--- src/include/empc_pkg.sv ---
package empc_pkg;
	// Port, ROM select, machine state and RAM address widths
	localparam int W_PORT     = 8;
	localparam int W_ROM_SEL  = 2;
	localparam int W_STATE    = 3;
	localparam int W_RAM_ADDR = 8;
	// Machine states of one instruction cycle (S1..S6)
	localparam logic [2:0] ST_S1   = 3'h1;
	localparam logic [2:0] ST_S2   = 3'h2;
	localparam logic [2:0] ST_S6   = 3'h6;
	localparam logic [2:0] ST_LAST = 3'h6;
	// ROM size codes
	localparam logic [1:0] ROM_4K  = 2'h0;
	localparam logic [1:0] ROM_8K  = 2'h1;
	localparam logic [1:0] ROM_16K = 2'h2;
	localparam logic [1:0] ROM_32K = 2'h3;
	// Verify address limits (highest address bit used) per ROM size
	localparam logic [7:0] HI_MASK_4K  = 8'h0f;
	localparam logic [7:0] HI_MASK_8K  = 8'h1f;
	localparam logic [7:0] HI_MASK_16K = 8'h3f;
	localparam logic [7:0] HI_MASK_32K = 8'h7f;
	// Target select value on high address bit 0
	localparam logic       TGT_SFR_PC = 1'b0;
	localparam logic       TGT_RAM    = 1'b1;
	// Special target addresses inside the register space
	localparam logic [7:0] ADDR_PC_LO = 8'h00;
	localparam logic [7:0] ADDR_PC_HI = 8'h01;
	localparam logic [7:0] ADDR_MP2   = 8'h02;
	// Reset values
	localparam logic [7:0] RST_BYTE   = 8'h00;
	localparam logic [7:0] RST_PORT   = 8'hff;
	localparam logic [15:0] RST_PC    = 16'h0000;
	typedef enum logic [1:0] {
		EMPC_RUN,
		EMPC_WAIT_S2,
		EMPC_HALT
	} empc_mode_e;
endpackage : empc_pkg

--- src/verilog/empc_ctrl.sv ---
// How it works
// - Request high halts at state S2
// - Emulator reads/writes registers, PC, RAM
// - Request low resumes free running
// - Type select low means standard type
// - Type select pulled up: advanced default
// - Strobe and ALE float in emulation
// - ROM-size code sets standard verify width
// - Size bits come from P8.1, P8.0
// - Advanced port 0 is plain I/O
// - Advanced port 2 is plain I/O
// - Ports freeze at emulation entry
// - Standard port 0 floats when deselected
// - Standard port 2 mask floats or keeps pins
// - Memory enable and S1 clock outputs
// - Data port bidirectional when selected
// - Low address driven by emulator
// - High address bit 0 picks target
module empc_ctrl
	import empc_pkg::*;
(
	// Clock and reset
	input  wire logic              mclk,
	input  wire logic              reset,
	// Emulator control
	input  wire logic              emulation_request,
	input  wire logic              emulation_access_select_n,
	input  wire logic              emu_write,
	input  wire logic              standard_type_select_n,
	input  wire logic              rom_size_sel_hi,
	input  wire logic              rom_size_sel_lo,
	// Emulation address and data pins
	input  wire logic [W_PORT-1:0] low_address_port,
	input  wire logic [W_PORT-1:0] high_address_port,
	input  wire logic [W_PORT-1:0] low_addr_data_port_in,
	output logic      [W_PORT-1:0] low_addr_data_port_out,
	output logic                   low_addr_data_port_oe,
	// Core-side port values and enables from normal operation
	input  wire logic [W_PORT-1:0] core_p0,
	input  wire logic [W_PORT-1:0] core_p0_oe,
	input  wire logic [W_PORT-1:0] core_p1,
	input  wire logic [W_PORT-1:0] core_p2,
	input  wire logic [W_PORT-1:0] core_p2_oe,
	input  wire logic [W_PORT-1:0] core_ext_addr_lo,
	input  wire logic [W_PORT-1:0] core_ext_addr_hi,
	input  wire logic              core_ext_access,
	input  wire logic              core_program_store_strobe_n_n,
	input  wire logic              core_ale,
	input  wire logic              core_code_internal,
	// Port pins
	output logic      [W_PORT-1:0] port0_out,
	output logic      [W_PORT-1:0] port0_oe,
	output logic      [W_PORT-1:0] port1_out,
	output logic      [W_PORT-1:0] port2_out,
	output logic      [W_PORT-1:0] port2_oe,
	// Strobes
	output logic                   program_store_strobe_n,
	output logic                   program_store_strobe_oe,
	output logic                   ale_out,
	output logic                   ale_oe,
	// Status to emulator and core
	output logic                   internal_program_memory_en,
	output logic                   state1_timing_clock,
	output logic                   core_clock_enable,
	output logic                   standard_type,
	output logic      [W_ROM_SEL-1:0] rom_size,
	output logic      [15:0]       program_counter,
	output logic      [W_PORT-1:0] port2_float_mask
);
	////////////////////////////////////////////////////////////////////////////////
	// Synchronisers
	logic req_s1, req_s2, sel_s1, sel_n, typ_s1, typ_n;
	logic [W_ROM_SEL-1:0] rom_s1, rom_s2;

	always_ff @(posedge mclk or posedge reset) begin
		if (reset) begin
			req_s1 <= 1'b0;
			req_s2 <= 1'b0;
			sel_s1 <= 1'b1;
			sel_n  <= 1'b1;
		end else begin
			req_s1 <= emulation_request;
			req_s2 <= req_s1;
			sel_s1 <= emulation_access_select_n;
			sel_n  <= sel_s1;
		end
	end

	always_ff @(posedge mclk or posedge reset) begin
		if (reset) begin
			typ_s1 <= 1'b1;
			typ_n  <= 1'b1;
			rom_s1 <= ROM_4K;
			rom_s2 <= ROM_4K;
		end else begin
			typ_s1 <= standard_type_select_n;
			typ_n  <= typ_s1;
			// hi from P8.1, lo from P8.0
			rom_s1 <= {rom_size_sel_hi, rom_size_sel_lo};
			rom_s2 <= rom_s1;
		end
	end

	////////////////////////////////////////////////////////////////////////////////
	// Machine state and emulation mode
	logic [W_STATE-1:0] mstate;
	empc_mode_e         mode;
	logic               halted;

	assign halted = (mode == EMPC_HALT);

	// Machine state sequencer, held while halted
	always_ff @(posedge mclk or posedge reset) begin
		if (reset) begin
			mstate <= ST_S1;
		end else if (!halted) begin
			mstate <= (mstate == ST_LAST) ? ST_S1 : mstate + 3'h1;
		end
	end

	// halt at S2 of next instruction
	always_ff @(posedge mclk or posedge reset) begin
		if (reset) begin
			mode <= EMPC_RUN;
		end else begin
			case (mode)
				EMPC_RUN: begin
					if (req_s2) begin
						mode <= EMPC_WAIT_S2;
					end
				end
				// Halt on the S1 edge, so the sequencer holds S2
				EMPC_WAIT_S2: begin
					if (!req_s2) begin
						mode <= EMPC_RUN;
					end else if (mstate == ST_S1) begin
						mode <= EMPC_HALT;
					end
				end
				EMPC_HALT: begin
					if (!req_s2) begin
						mode <= EMPC_RUN;
					end
				end
				default: mode <= EMPC_RUN;
			endcase
		end
	end

	////////////////////////////////////////////////////////////////////////////////
	// Emulator access path
	logic sel_act, acc_wr, tgt_ram;
	logic [W_PORT-1:0] ram_rd;
	logic [W_PORT-1:0] sfr_mem_rd;
	logic [W_PORT-1:0] next_rd;
	logic              next_spec;

	assign sel_act = halted && !sel_n;
	// bit 0 chooses RAM or SFR/PC
	assign tgt_ram = (high_address_port[0] == TGT_RAM);
	assign acc_wr  = sel_act && emu_write;

	empc_ram u_ram (
		.mclk    (mclk),
		.wr_en   (acc_wr && tgt_ram),
		.addr    (low_address_port),
		.wr_data (low_addr_data_port_in),
		.rd_data (ram_rd)
	);

	empc_ram u_sfr (
		.mclk    (mclk),
		.wr_en   (acc_wr && !tgt_ram),
		.addr    (low_address_port),
		.wr_data (low_addr_data_port_in),
		.rd_data (sfr_mem_rd)
	);

	// program counter and port 2 mask
	always_ff @(posedge mclk or posedge reset) begin
		if (reset) begin
			program_counter  <= RST_PC;
			port2_float_mask <= RST_BYTE;
		end else if (acc_wr && !tgt_ram) begin
			case (low_address_port)
				ADDR_PC_LO: program_counter[7:0]  <= low_addr_data_port_in;
				ADDR_PC_HI: program_counter[15:8] <= low_addr_data_port_in;
				ADDR_MP2:   port2_float_mask      <= low_addr_data_port_in;
				default: ;
			endcase
		end
	end

	// Read data mux for register space
	always_comb begin
		next_rd   = RST_BYTE;
		next_spec = 1'b1;
		case (low_address_port)
			ADDR_PC_LO: next_rd = program_counter[7:0];
			ADDR_PC_HI: next_rd = program_counter[15:8];
			ADDR_MP2:   next_rd = port2_float_mask;
			default:    next_spec = 1'b0;
		endcase
	end

	logic tgt_ram_q, spec_q;
	logic [W_PORT-1:0] sfr_rd;
	always_ff @(posedge mclk or posedge reset) begin
		if (reset) begin
			tgt_ram_q <= 1'b0;
			spec_q    <= 1'b0;
			sfr_rd    <= RST_BYTE;
		end else begin
			tgt_ram_q <= tgt_ram;
			spec_q    <= next_spec;
			sfr_rd    <= next_rd;
		end
	end

	// data port drives only on selected reads
	always_ff @(posedge mclk or posedge reset) begin
		if (reset) begin
			low_addr_data_port_out <= RST_BYTE;
			low_addr_data_port_oe  <= 1'b0;
		end else begin
			low_addr_data_port_out <= tgt_ram_q ? ram_rd : (spec_q ? sfr_rd : sfr_mem_rd);
			low_addr_data_port_oe  <= sel_act && !emu_write;
		end
	end

	////////////////////////////////////////////////////////////////////////////////
	// Pin function selection
	function automatic logic [7:0] hi_mask(input logic [1:0] code);
		case (code)
			ROM_4K:  hi_mask = HI_MASK_4K;
			ROM_8K:  hi_mask = HI_MASK_8K;
			ROM_16K: hi_mask = HI_MASK_16K;
			default: hi_mask = HI_MASK_32K;
		endcase
	endfunction : hi_mask

	logic std, emu, ext_std;
	assign std     = !typ_n;
	assign emu     = (mode != EMPC_RUN);
	assign ext_std = std && core_ext_access;

	// Status outputs and clock gating
	always_ff @(posedge mclk or posedge reset) begin
		if (reset) begin
			standard_type              <= 1'b0;
			rom_size                   <= ROM_4K;
			core_clock_enable          <= 1'b0;
			internal_program_memory_en <= 1'b0;
			state1_timing_clock        <= 1'b0;
		end else begin
			standard_type              <= std;
			rom_size                   <= rom_s2;
			core_clock_enable          <= !halted;
			internal_program_memory_en <= core_code_internal;
			state1_timing_clock        <= (mstate == ST_S1) && !halted;
		end
	end

	always_ff @(posedge mclk or posedge reset) begin
		if (reset) begin
			program_store_strobe_n  <= 1'b1;
			program_store_strobe_oe <= 1'b0;
			ale_out                 <= 1'b0;
			ale_oe                  <= 1'b0;
		end else begin
			program_store_strobe_n  <= core_program_store_strobe_n_n;
			program_store_strobe_oe <= !emu;
			ale_out                 <= core_ale;
			ale_oe                  <= !emu;
		end
	end

	// ports 1, 0, 2 hold at entry
	always_ff @(posedge mclk or posedge reset) begin
		if (reset) begin
			port1_out <= RST_PORT;
		end else if (!emu) begin
			port1_out <= core_p1;
		end
	end

	// Port 0: normal, verify bus, or emulation
	always_ff @(posedge mclk or posedge reset) begin
		if (reset) begin
			port0_out <= RST_PORT;
			port0_oe  <= RST_BYTE;
		end else if (!emu) begin
			// standard uses port 0 as address/data bus
			// advanced port 0 stays plain I/O
			port0_out <= ext_std ? core_ext_addr_lo : core_p0;
			port0_oe  <= ext_std ? {W_PORT{1'b1}} : core_p0_oe;
		end else if (std && sel_n) begin
			port0_oe  <= RST_BYTE;
		end
	end

	// Port 2: normal, verify high address, or emulation mask
	logic [W_PORT-1:0] p2_oe_hold, next_p2_oe;
	assign next_p2_oe = ext_std ? {W_PORT{1'b1}} : core_p2_oe;
	always_ff @(posedge mclk or posedge reset) begin
		if (reset) begin
			port2_out  <= RST_PORT;
			port2_oe   <= RST_BYTE;
			p2_oe_hold <= RST_BYTE;
		end else if (!emu) begin
			// high address trimmed to ROM size
			// advanced port 2 stays plain I/O
			port2_out  <= ext_std ? (core_ext_addr_hi & hi_mask(rom_s2)) : core_p2;
			port2_oe   <= next_p2_oe;
			p2_oe_hold <= next_p2_oe;
		end else if (std && sel_n && halted) begin
			// mask bit 1 floats, 0 keeps entry state
			port2_oe   <= p2_oe_hold & ~port2_float_mask;
		end else begin
			port2_oe   <= p2_oe_hold;
		end
	end
endmodule : empc_ctrl

--- src/verilog/empc_ram.sv ---
module empc_ram
	import empc_pkg::*;
(
	// Clock
	input  wire logic                  mclk,
	// Access
	input  wire logic                  wr_en,
	input  wire logic [W_RAM_ADDR-1:0] addr,
	input  wire logic [W_PORT-1:0]     wr_data,
	output logic      [W_PORT-1:0]     rd_data
);
	logic [W_PORT-1:0] mem [0:(1<<W_RAM_ADDR)-1];

	// Write port
	always_ff @(posedge mclk) begin
		if (wr_en) begin
			mem[addr] <= wr_data;
		end
	end

	// Registered read
	always_ff @(posedge mclk) begin
		rd_data <= mem[addr];
	end
endmodule : empc_ram

--- config.mk ---
export PLATFORM = sky130hd
export DESIGN_NAME = empc_ctrl
export DESIGN_NICKNAME = d
export VERILOG_FILES = /design/src/include/empc_pkg.sv /design/src/verilog/empc_ctrl.sv /design/src/verilog/empc_ram.sv
export SDC_FILE = /design/constraint.sdc
export NUM_CORES = 2
export LEC_CHECK = 0
export BUFFER_PORTS_ARGS = -buffer_cell sky130_fd_sc_hd__buf_2
export CAP_MARGIN = 20
export CORE_ASPECT_RATIO = 0.5
export CORE_MARGIN = 3
export CORE_UTILIZATION = 30
export CTS_BUF_LIST = sky130_fd_sc_hd__clkbuf_8
export DETAILED_ROUTE_END_ITERATION = 7
export GPL_TIMING_DRIVEN = 0
export MAX_ROUTING_LAYER = met4
export PLACE_DENSITY = 0.52
export SLEW_MARGIN = 20
export SYNTH_ARGS = -nofsm -noshare
export SYNTH_HDL_FRONTEND = slang
export SYNTH_SLANG_ARGS = --single-unit
--- constraint.sdc ---
create_clock -name mclk -period 2.8 [get_ports mclk]
set_input_delay 0 -clock mclk [delete_from_list [all_inputs] [get_ports mclk]]
set_output_delay 0 -clock mclk [all_outputs]
set_load 0.02 [all_outputs]
Yosys cells after proc, flatten, opt, wreduce, memory -nomap -nowiden
Memory sizes are Yosys's and may differ from the RTL's. A register that Yosys moved wholly into a read port is not among the register bits.
Index checks and enable logic that the tools add are counted.
{"block": "totals", "mem_count": 2, "ramBits": 4096, "mem_bits_ro": 0, "ff_bits": 115, "output_inout_bits": 83, "input_bits": 92, "latch_bits": 0}
{"name": "u_ram.mem", "depth": 256, "width": 8, "read_ports": 1, "rd_ports_with_merged_regs": 1, "write_ports": 1, "line_no": "empc_ram.sv:12", "rtl": "logic [W_PORT-1:0] mem [0:(1<<W_RAM_ADDR)-1];"}
{"name": "u_sfr.mem", "depth": 256, "width": 8, "read_ports": 1, "rd_ports_with_merged_regs": 1, "write_ports": 1, "line_no": "empc_ram.sv:12"}
{"block": "op_classes", "div": 0, "n_bitwise": 3, "eq_ne": 12, "n_reduce_logical": 24, "n_lt_le_gt_ge": 0, "muxes": 24, "n_mul": 0, "n_shift": 0, "add_sub_neg": 1}
{"cell": "2-to-1 mux 8 bit", "n": 11}
{"cell": "one-hot mux 8 bit (3 select lines)", "n": 1}
{"cell": "one-hot mux 7 bit (3 select lines)", "n": 1}
{"cell": "bitwise AND 8 bit", "n": 2}
{"cell": "logical AND 1 bit", "n": 9}
{"cell": "== test 8 x 1 -> 1 bit (second input constant)", "n": 1}
{"cell": "== test 8 x 2 -> 1 bit (second input constant)", "n": 1}
{"cell": "zero test 8 bit", "n": 1}
{"cell": "2-to-1 mux 2 bit", "n": 4}
{"cell": "NOT 8 bit", "n": 1}
{"cell": "zero test 1 bit", "n": 6}
{"cell": "one-hot mux 2 bit (3 select lines)", "n": 1}
{"cell": "AND reduction 2 bit", "n": 3}
{"cell": "2-to-1 mux 1 bit", "n": 5}
{"cell": "== test 2 x 1 -> 1 bit (second input constant)", "n": 2}
{"cell": "== test 2 bit (second input constant)", "n": 2}
{"cell": "zero test 2 bit", "n": 2}
{"cell": "!= test 2 bit (second input constant)", "n": 2}
{"cell": "adder 3 x 1 -> 3 bit (second input constant)", "n": 1}
{"cell": "== test 3 x 1 -> 1 bit (second input constant)", "n": 1}
{"cell": "== test 3 bit (second input constant)", "n": 1}
{"cell": "2-to-1 mux 3 bit", "n": 1}
{"cell": "!= test 3 bit (second input constant)", "n": 1}
{"cell": "AND reduction 3 bit", "n": 1}
{"cell": "3 further kinds", "n": 3}

Longest topological paths before layout
{"block": "logic_depth", "depth_word": 6, "mapped_depth": 9, "mapped_depth_nobuf": 5}

Modules after synthesis
A second synthesis with hierarchy kept.
{"block": "unflattened", "cells_unflattened": 7481, "hier_area_um2": 161582.5}
{"mod": "empc_ram", "n_inst": 2, "cells_each": 3547, "area_each_um2": 78492.8, "seq_area_each_um2": 61659.1}
{"mod": "empc_ctrl", "n_inst": 1, "cells_each": 387, "area_each_um2": 4596.9, "seq_area_each_um2": 2915.3}

Worst setup path before layout
Ideal clock, no wire load.
{"block": "synth_path", "path_kind": "register to register", "start": "register mode[0]", "end": "memory u_ram.mem[207][0], enable pin", "path_stages_with_launch": 8, "slack_ps": 197, "setup_ps": 370, "arrival_time_ps": 2233, "synth_period_minus_slack_ps": 2603, "path_cell_list": "dfrtp_1 -> and2b_1 -> and4b_1 -> clkbuf_1 -> clkbuf_1 -> nand3_1 -> clkbuf_1 -> nor2_1"}
{"block": "synth_via", "elab_chain_cells": 6}
{"element": "start, declared", "line_no": "empc_ctrl.sv:107", "rtl": "empc_mode_e mode;"}
{"element": "start signal, assigned", "line_no": "empc_ctrl.sv:124", "rtl": "mode <= EMPC_RUN;"}
{"element": "start signal, assigned", "line_no": "empc_ctrl.sv:129", "rtl": "mode <= EMPC_WAIT_S2;"}
{"element": "start signal, assigned", "line_no": "empc_ctrl.sv:135", "rtl": "mode <= EMPC_RUN;"}
{"element": "== test 2 bit", "line_no": "empc_ctrl.sv:110", "rtl": "assign halted = (mode == EMPC_HALT);"}
{"element": "logical AND 1 bit", "line_no": "empc_ctrl.sv:158", "rtl": "assign sel_act = halted && !sel_n;"}
{"element": "logical AND 1 bit", "line_no": "empc_ctrl.sv:161", "rtl": "assign acc_wr = sel_act && emu_write;"}
{"element": "logical AND 1 bit", "line_no": "empc_ctrl.sv:165", "rtl": ".wr_en (acc_wr && tgt_ram),"}
{"element": "2-to-1 mux 1 bit", "line_no": "empc_ram.sv:16", "rtl": "if (wr_en) begin"}
{"element": "2-to-1 mux 1 bit (not written as such)", "line_no": "empc_ram.sv:17", "rtl": "mem[addr] <= wr_data;"}
{"element": "end, declared", "line_no": "empc_ram.sv:12"}
Every way passes these cells.

==> out/metrics.csv <==
stage;metric;value;unit
run_status;status;finished, violations left;
run_status;violations;negative setup slack;
yosys;synth_area;161000;um^2
cts;cts_buffer_depth;4;
place;portBuffers;164;
critical_path;cpPeakStageDelay;920;ps
floorplan;row_count;189;
critical_path;start_kind;primary input;
cts;cts_tree;yes;
sta;max_freq;325;MHz
sta;setup_viol;358;
sta;fin_ws;-279;ps
floorplan;io_pins;175;
pwr;vdd.ir_drop.worst;490;uV
grt;overflow;0;
final_layout;final_common_cell;edfxtp_1;
yosys;synth_seq_area_share;0.785;
final_layout;final_cells;16173;
worst_hold_path;holdPathEnd;port1_out[1]$_DFFE_PP1P_;
critical_path;r2r-start;u_sfr.mem[175][3]$_DFFE_PP_;
sta;fin_skew;61.6;ps
cts;cts_buffers;652;
sta;fin_crit;3080;ps
cts;clk_latency;1250;ps
critical_path;crit_slowest_cell;a21oi_1;
critical_path;ff2ff_setup_slack;-220;ps
worst_hold_path;min_path_cells;4;
yosys;yosys_warnings;0;
routing;wl_per_cell;33.4;um
place;place_congestion;1.08;
routing;postRouteAntennaNets;0;
place;dpl_cell_area;173000;um^2
critical_path;worstPathRequired;3880;ps
critical_path;reg2reg_depth;5;
routing;num_vias;85880;
grt;grt_pass1_vias;86113;
yosys;syn_inst;7377;
final_layout;final_cell_mix;edfxtp_1, mux4_2, clkbuf_8, a22oi_1, nor2_4;
sta;slew_violations;0;
critical_path;cp.arrival;4160;ps
critical_path;worstSetupEndpointType;flop;
critical_path;crit_fanout;10;
routing;drt-total-wl;541;mm
routing;drc;0;
critical_path;critPathKind;primary input to flop;
floorplan;die_h;524;um
grt;antenna_found_initial;31;
cts;path_clk_slew;60;ps
routing;dr.pass1.iters;6;
sta;final_hold_viol_count;0;
final_layout;nets;8713;
sta;slew_headroom;0.0709;
yosys;synth_area_per_cell;21.8;um^2
floorplan;fp.coreArea;532000;um^2
cts;htreeDepth;6;
sta;whs;131;ps
critical_path;cp_cell_sequence;buf_2 -> and2_1 -> clkbuf_2 -> clkbuf_1 -> a22oi_1 -> a21oi_1 -> o41ai_2 -> nand4_1;
job;cap_violations;0;
place;post-place-ws;-2750;ps
floorplan;die_area;545000;um^2
sta;worst_slew_pin_slew;1390;ps
grt;grt_pass1_wl;728;mm
final_layout;drive_above_1_share;0.349;
place;dp_cells;14705;
critical_path;r2r_end;u_sfr.rd_data[3]$_DFF_P_;
yosys;synthDistinctLibCells;36;
floorplan;die_w;1.04;mm
pwr;power_density;656;nW/um^2
floorplan;initial_core_util;0.302;
worst_hold_path;min_from;core_p1[1];
place;dp_hpwl;358;mm
sta;post-route-period-util;1.10;
cts;clkSinkCount;4227;
final_layout;design_area;194000;um^2
final_layout;area_growth;20.3;%
grt;grt_max_degree;124;
cts;cts-root-buf;clkbuf_8;
pwr;leakage;0.0593;uW
routing;drtIter0Drc;11327;
routing;vias_per_cell;5.31;
yosys;syn_nets;7469;
grt;grtUsageTotal;0.199;
worst_hold_path;hold_path_class;primary input to flop;
yosys;synth_seq_cells;4227;
sta;rsz0062_at_grt;yes;
[what timing repair did]
| action | in CTS | in global routing |
|---|---|---|
| hold endpoints to repair | 5347 | 0 |
| buffers inserted | 77 | 19 |
| gates resized for setup | 1124 | 65 |
| gates cloned | 6 | 1 |
| pin swaps | 82 | 32 |
| hold buffers | 225 | 0 |
| endpoints found under the setup margin | 4111 | 1458 |
[synthesized netlist by cell type]
| library cell | n | share of area |
|---|---|---|
| nand2_1 | 73 | 0.0017 |
| buf_1 | 70 | 0.0016 |
| buf_4 | 14 | 0.00065 |
| nor3_1 | 3 | 0.000093 |
| inv_1 | 3 | 0.000070 |
| o41ai_1 | 64 | 0.0035 |
| nand3_1 | 36 | 0.0011 |
| clkbuf_1 | 288 | 0.0067 |
| dfstp_2 | 30 | 0.0049 |
| nor2_1 | 547 | 0.013 |
| and4b_1 | 1 | 0.000062 |
| dfrtp_1 | 85 | 0.013 |
| buf_6 | 24 | 0.0017 |
| o22a_1 | 8 | 0.00044 |
| o21ai_0 | 12 | 0.00037 |
| nor4b_4 | 1 | 0.00015 |
| buf_2 | 86 | 0.0027 |
| a22oi_1 | 520 | 0.024 |
| a31oi_1 | 16 | 0.00062 |
| o211ai_1 | 1 | 0.000047 |
| mux2i_1 | 8 | 0.00050 |
| or2_2 | 1 | 0.000039 |
| nand4_1 | 17 | 0.00066 |
| xnor2_1 | 1 | 0.000054 |
| and2b_1 | 1 | 0.000047 |
| mux2_2 | 32 | 0.0022 |
| dfxtp_1 | 16 | 0.0020 |
| a21oi_1 | 265 | 0.0082 |
| nand2b_1 | 5 | 0.00019 |
| mux4_2 | 1024 | 0.14 |
| nor2b_1 | 9 | 0.00035 |
| and2_1 | 9 | 0.00035 |
| nor2_2 | 1 | 0.000039 |
| a21boi_0 | 9 | 0.00042 |
| edfxtp_1 | 4096 | 0.76 |
| nand3b_1 | 1 | 0.000047 |
[kinds of logic (layout without fill, tap and decap cells)]
group	after synthesis	after routing	synth area share
and+or+nand+nor	705	705	0.0176
buffers and inverters	485	2200	0.0134
xor gates and xnor gates	1	1	0.0000545
other	0	14	0
muxes	1064	1064	0.146
AOI/OAI and AO/OA	895	895	0.0379
DFF	4227	4227	0.785
[state kept, by name, indices dropped and copies added, names as in the netlist, 2 cells and up]
signal                  cells
port2_out                   8
rom_size                    2
port2_float_mask            8
port2_oe                    8
port0_oe                    8
mstate                      3
u_ram.rd_data               8
u_ram.mem                2048
mode                        2
low_addr_data_port_out      8
u_sfr.mem                2048
rom_s1                      2
u_sfr.rd_data               8
sfr_rd                      8
p2_oe_hold                  8
port1_out                   8
program_counter            16
port0_out                   8
rom_s2                      2
[where the power goes]
part | switching, uW | internal (uW) | total (uW)
Clock | 24900 | 22900 | 47700
Sequential | 208 | 69900 | 70100
Combinational | 6140 | 2960 | 9100
[routing by layer]
metal | global-route usage | wire (um) | vias up
met5 | - | 0 | -
met4 | 0.0793 | 26200 | 0
met3 | 0.0656 | 59500 | 1094
met2 | 0.288 | 239000 | 4419
met1 | 0.259 | 216000 | 46586
li1 | - | - | 33781
[cell type report]
class                      instances  area [um^2]
fill                           48900       339000
sequential                      4227       126000
multi-input combinational       2665        36700
clock buffer                     673         9260
tap                             7067         8840
timing repair buffer             592         7300
buffer                           480         2900
clock inverter                   452         2240
antenna                           14         35.0
inverter                           3         18.8
[worst max path at each step]
stage | from | end | slack [ps]
after detailed placement | low_address_port[1] | u_sfr.rd_data[0]$_DFF_P_ | -2750
final | low_address_port[3] | u_sfr.rd_data[3]$_DFF_P_ | -280
after CTS | u_ram.mem[170][4]$_DFFE_PP_ | u_ram.rd_data[4]$_DFF_P_ | -110
after floorplan | mode[0]$_DFFE_PP0P_ | u_ram.mem[207][0]$_DFFE_PP_ | 200
after global placement | low_addr_data_port_in[3] | u_ram.mem[170][3]$_DFFE_PP_ | -6320
after global routing | mode[0]$_DFFE_PP0P_ | u_ram.mem[112][6]$_DFFE_PP_ | -90
[metrics by stage]
step / power, uW / setup TNS, ps / util
3_5_place_dp: 79600 / -7531550 / 0.326
6_report: 127000 / -20320 / 0.364
4_1_cts: 127000 / -1660 / 0.363
2_1_floorplan: 75100 / 0 / -
5_1_grt: 131000 / -7850 / 0.364
3_3_place_gp: 79700 / - / 0.320
[critical path, delay by kind of cell]
kind,cells,cell delay (ps)
buffers and inverters,3,1520
AO/OA/AOI/OAI,3,1450
AND/OR/NAND/NOR,2,1120
Power figures use the tool's default switching activity.
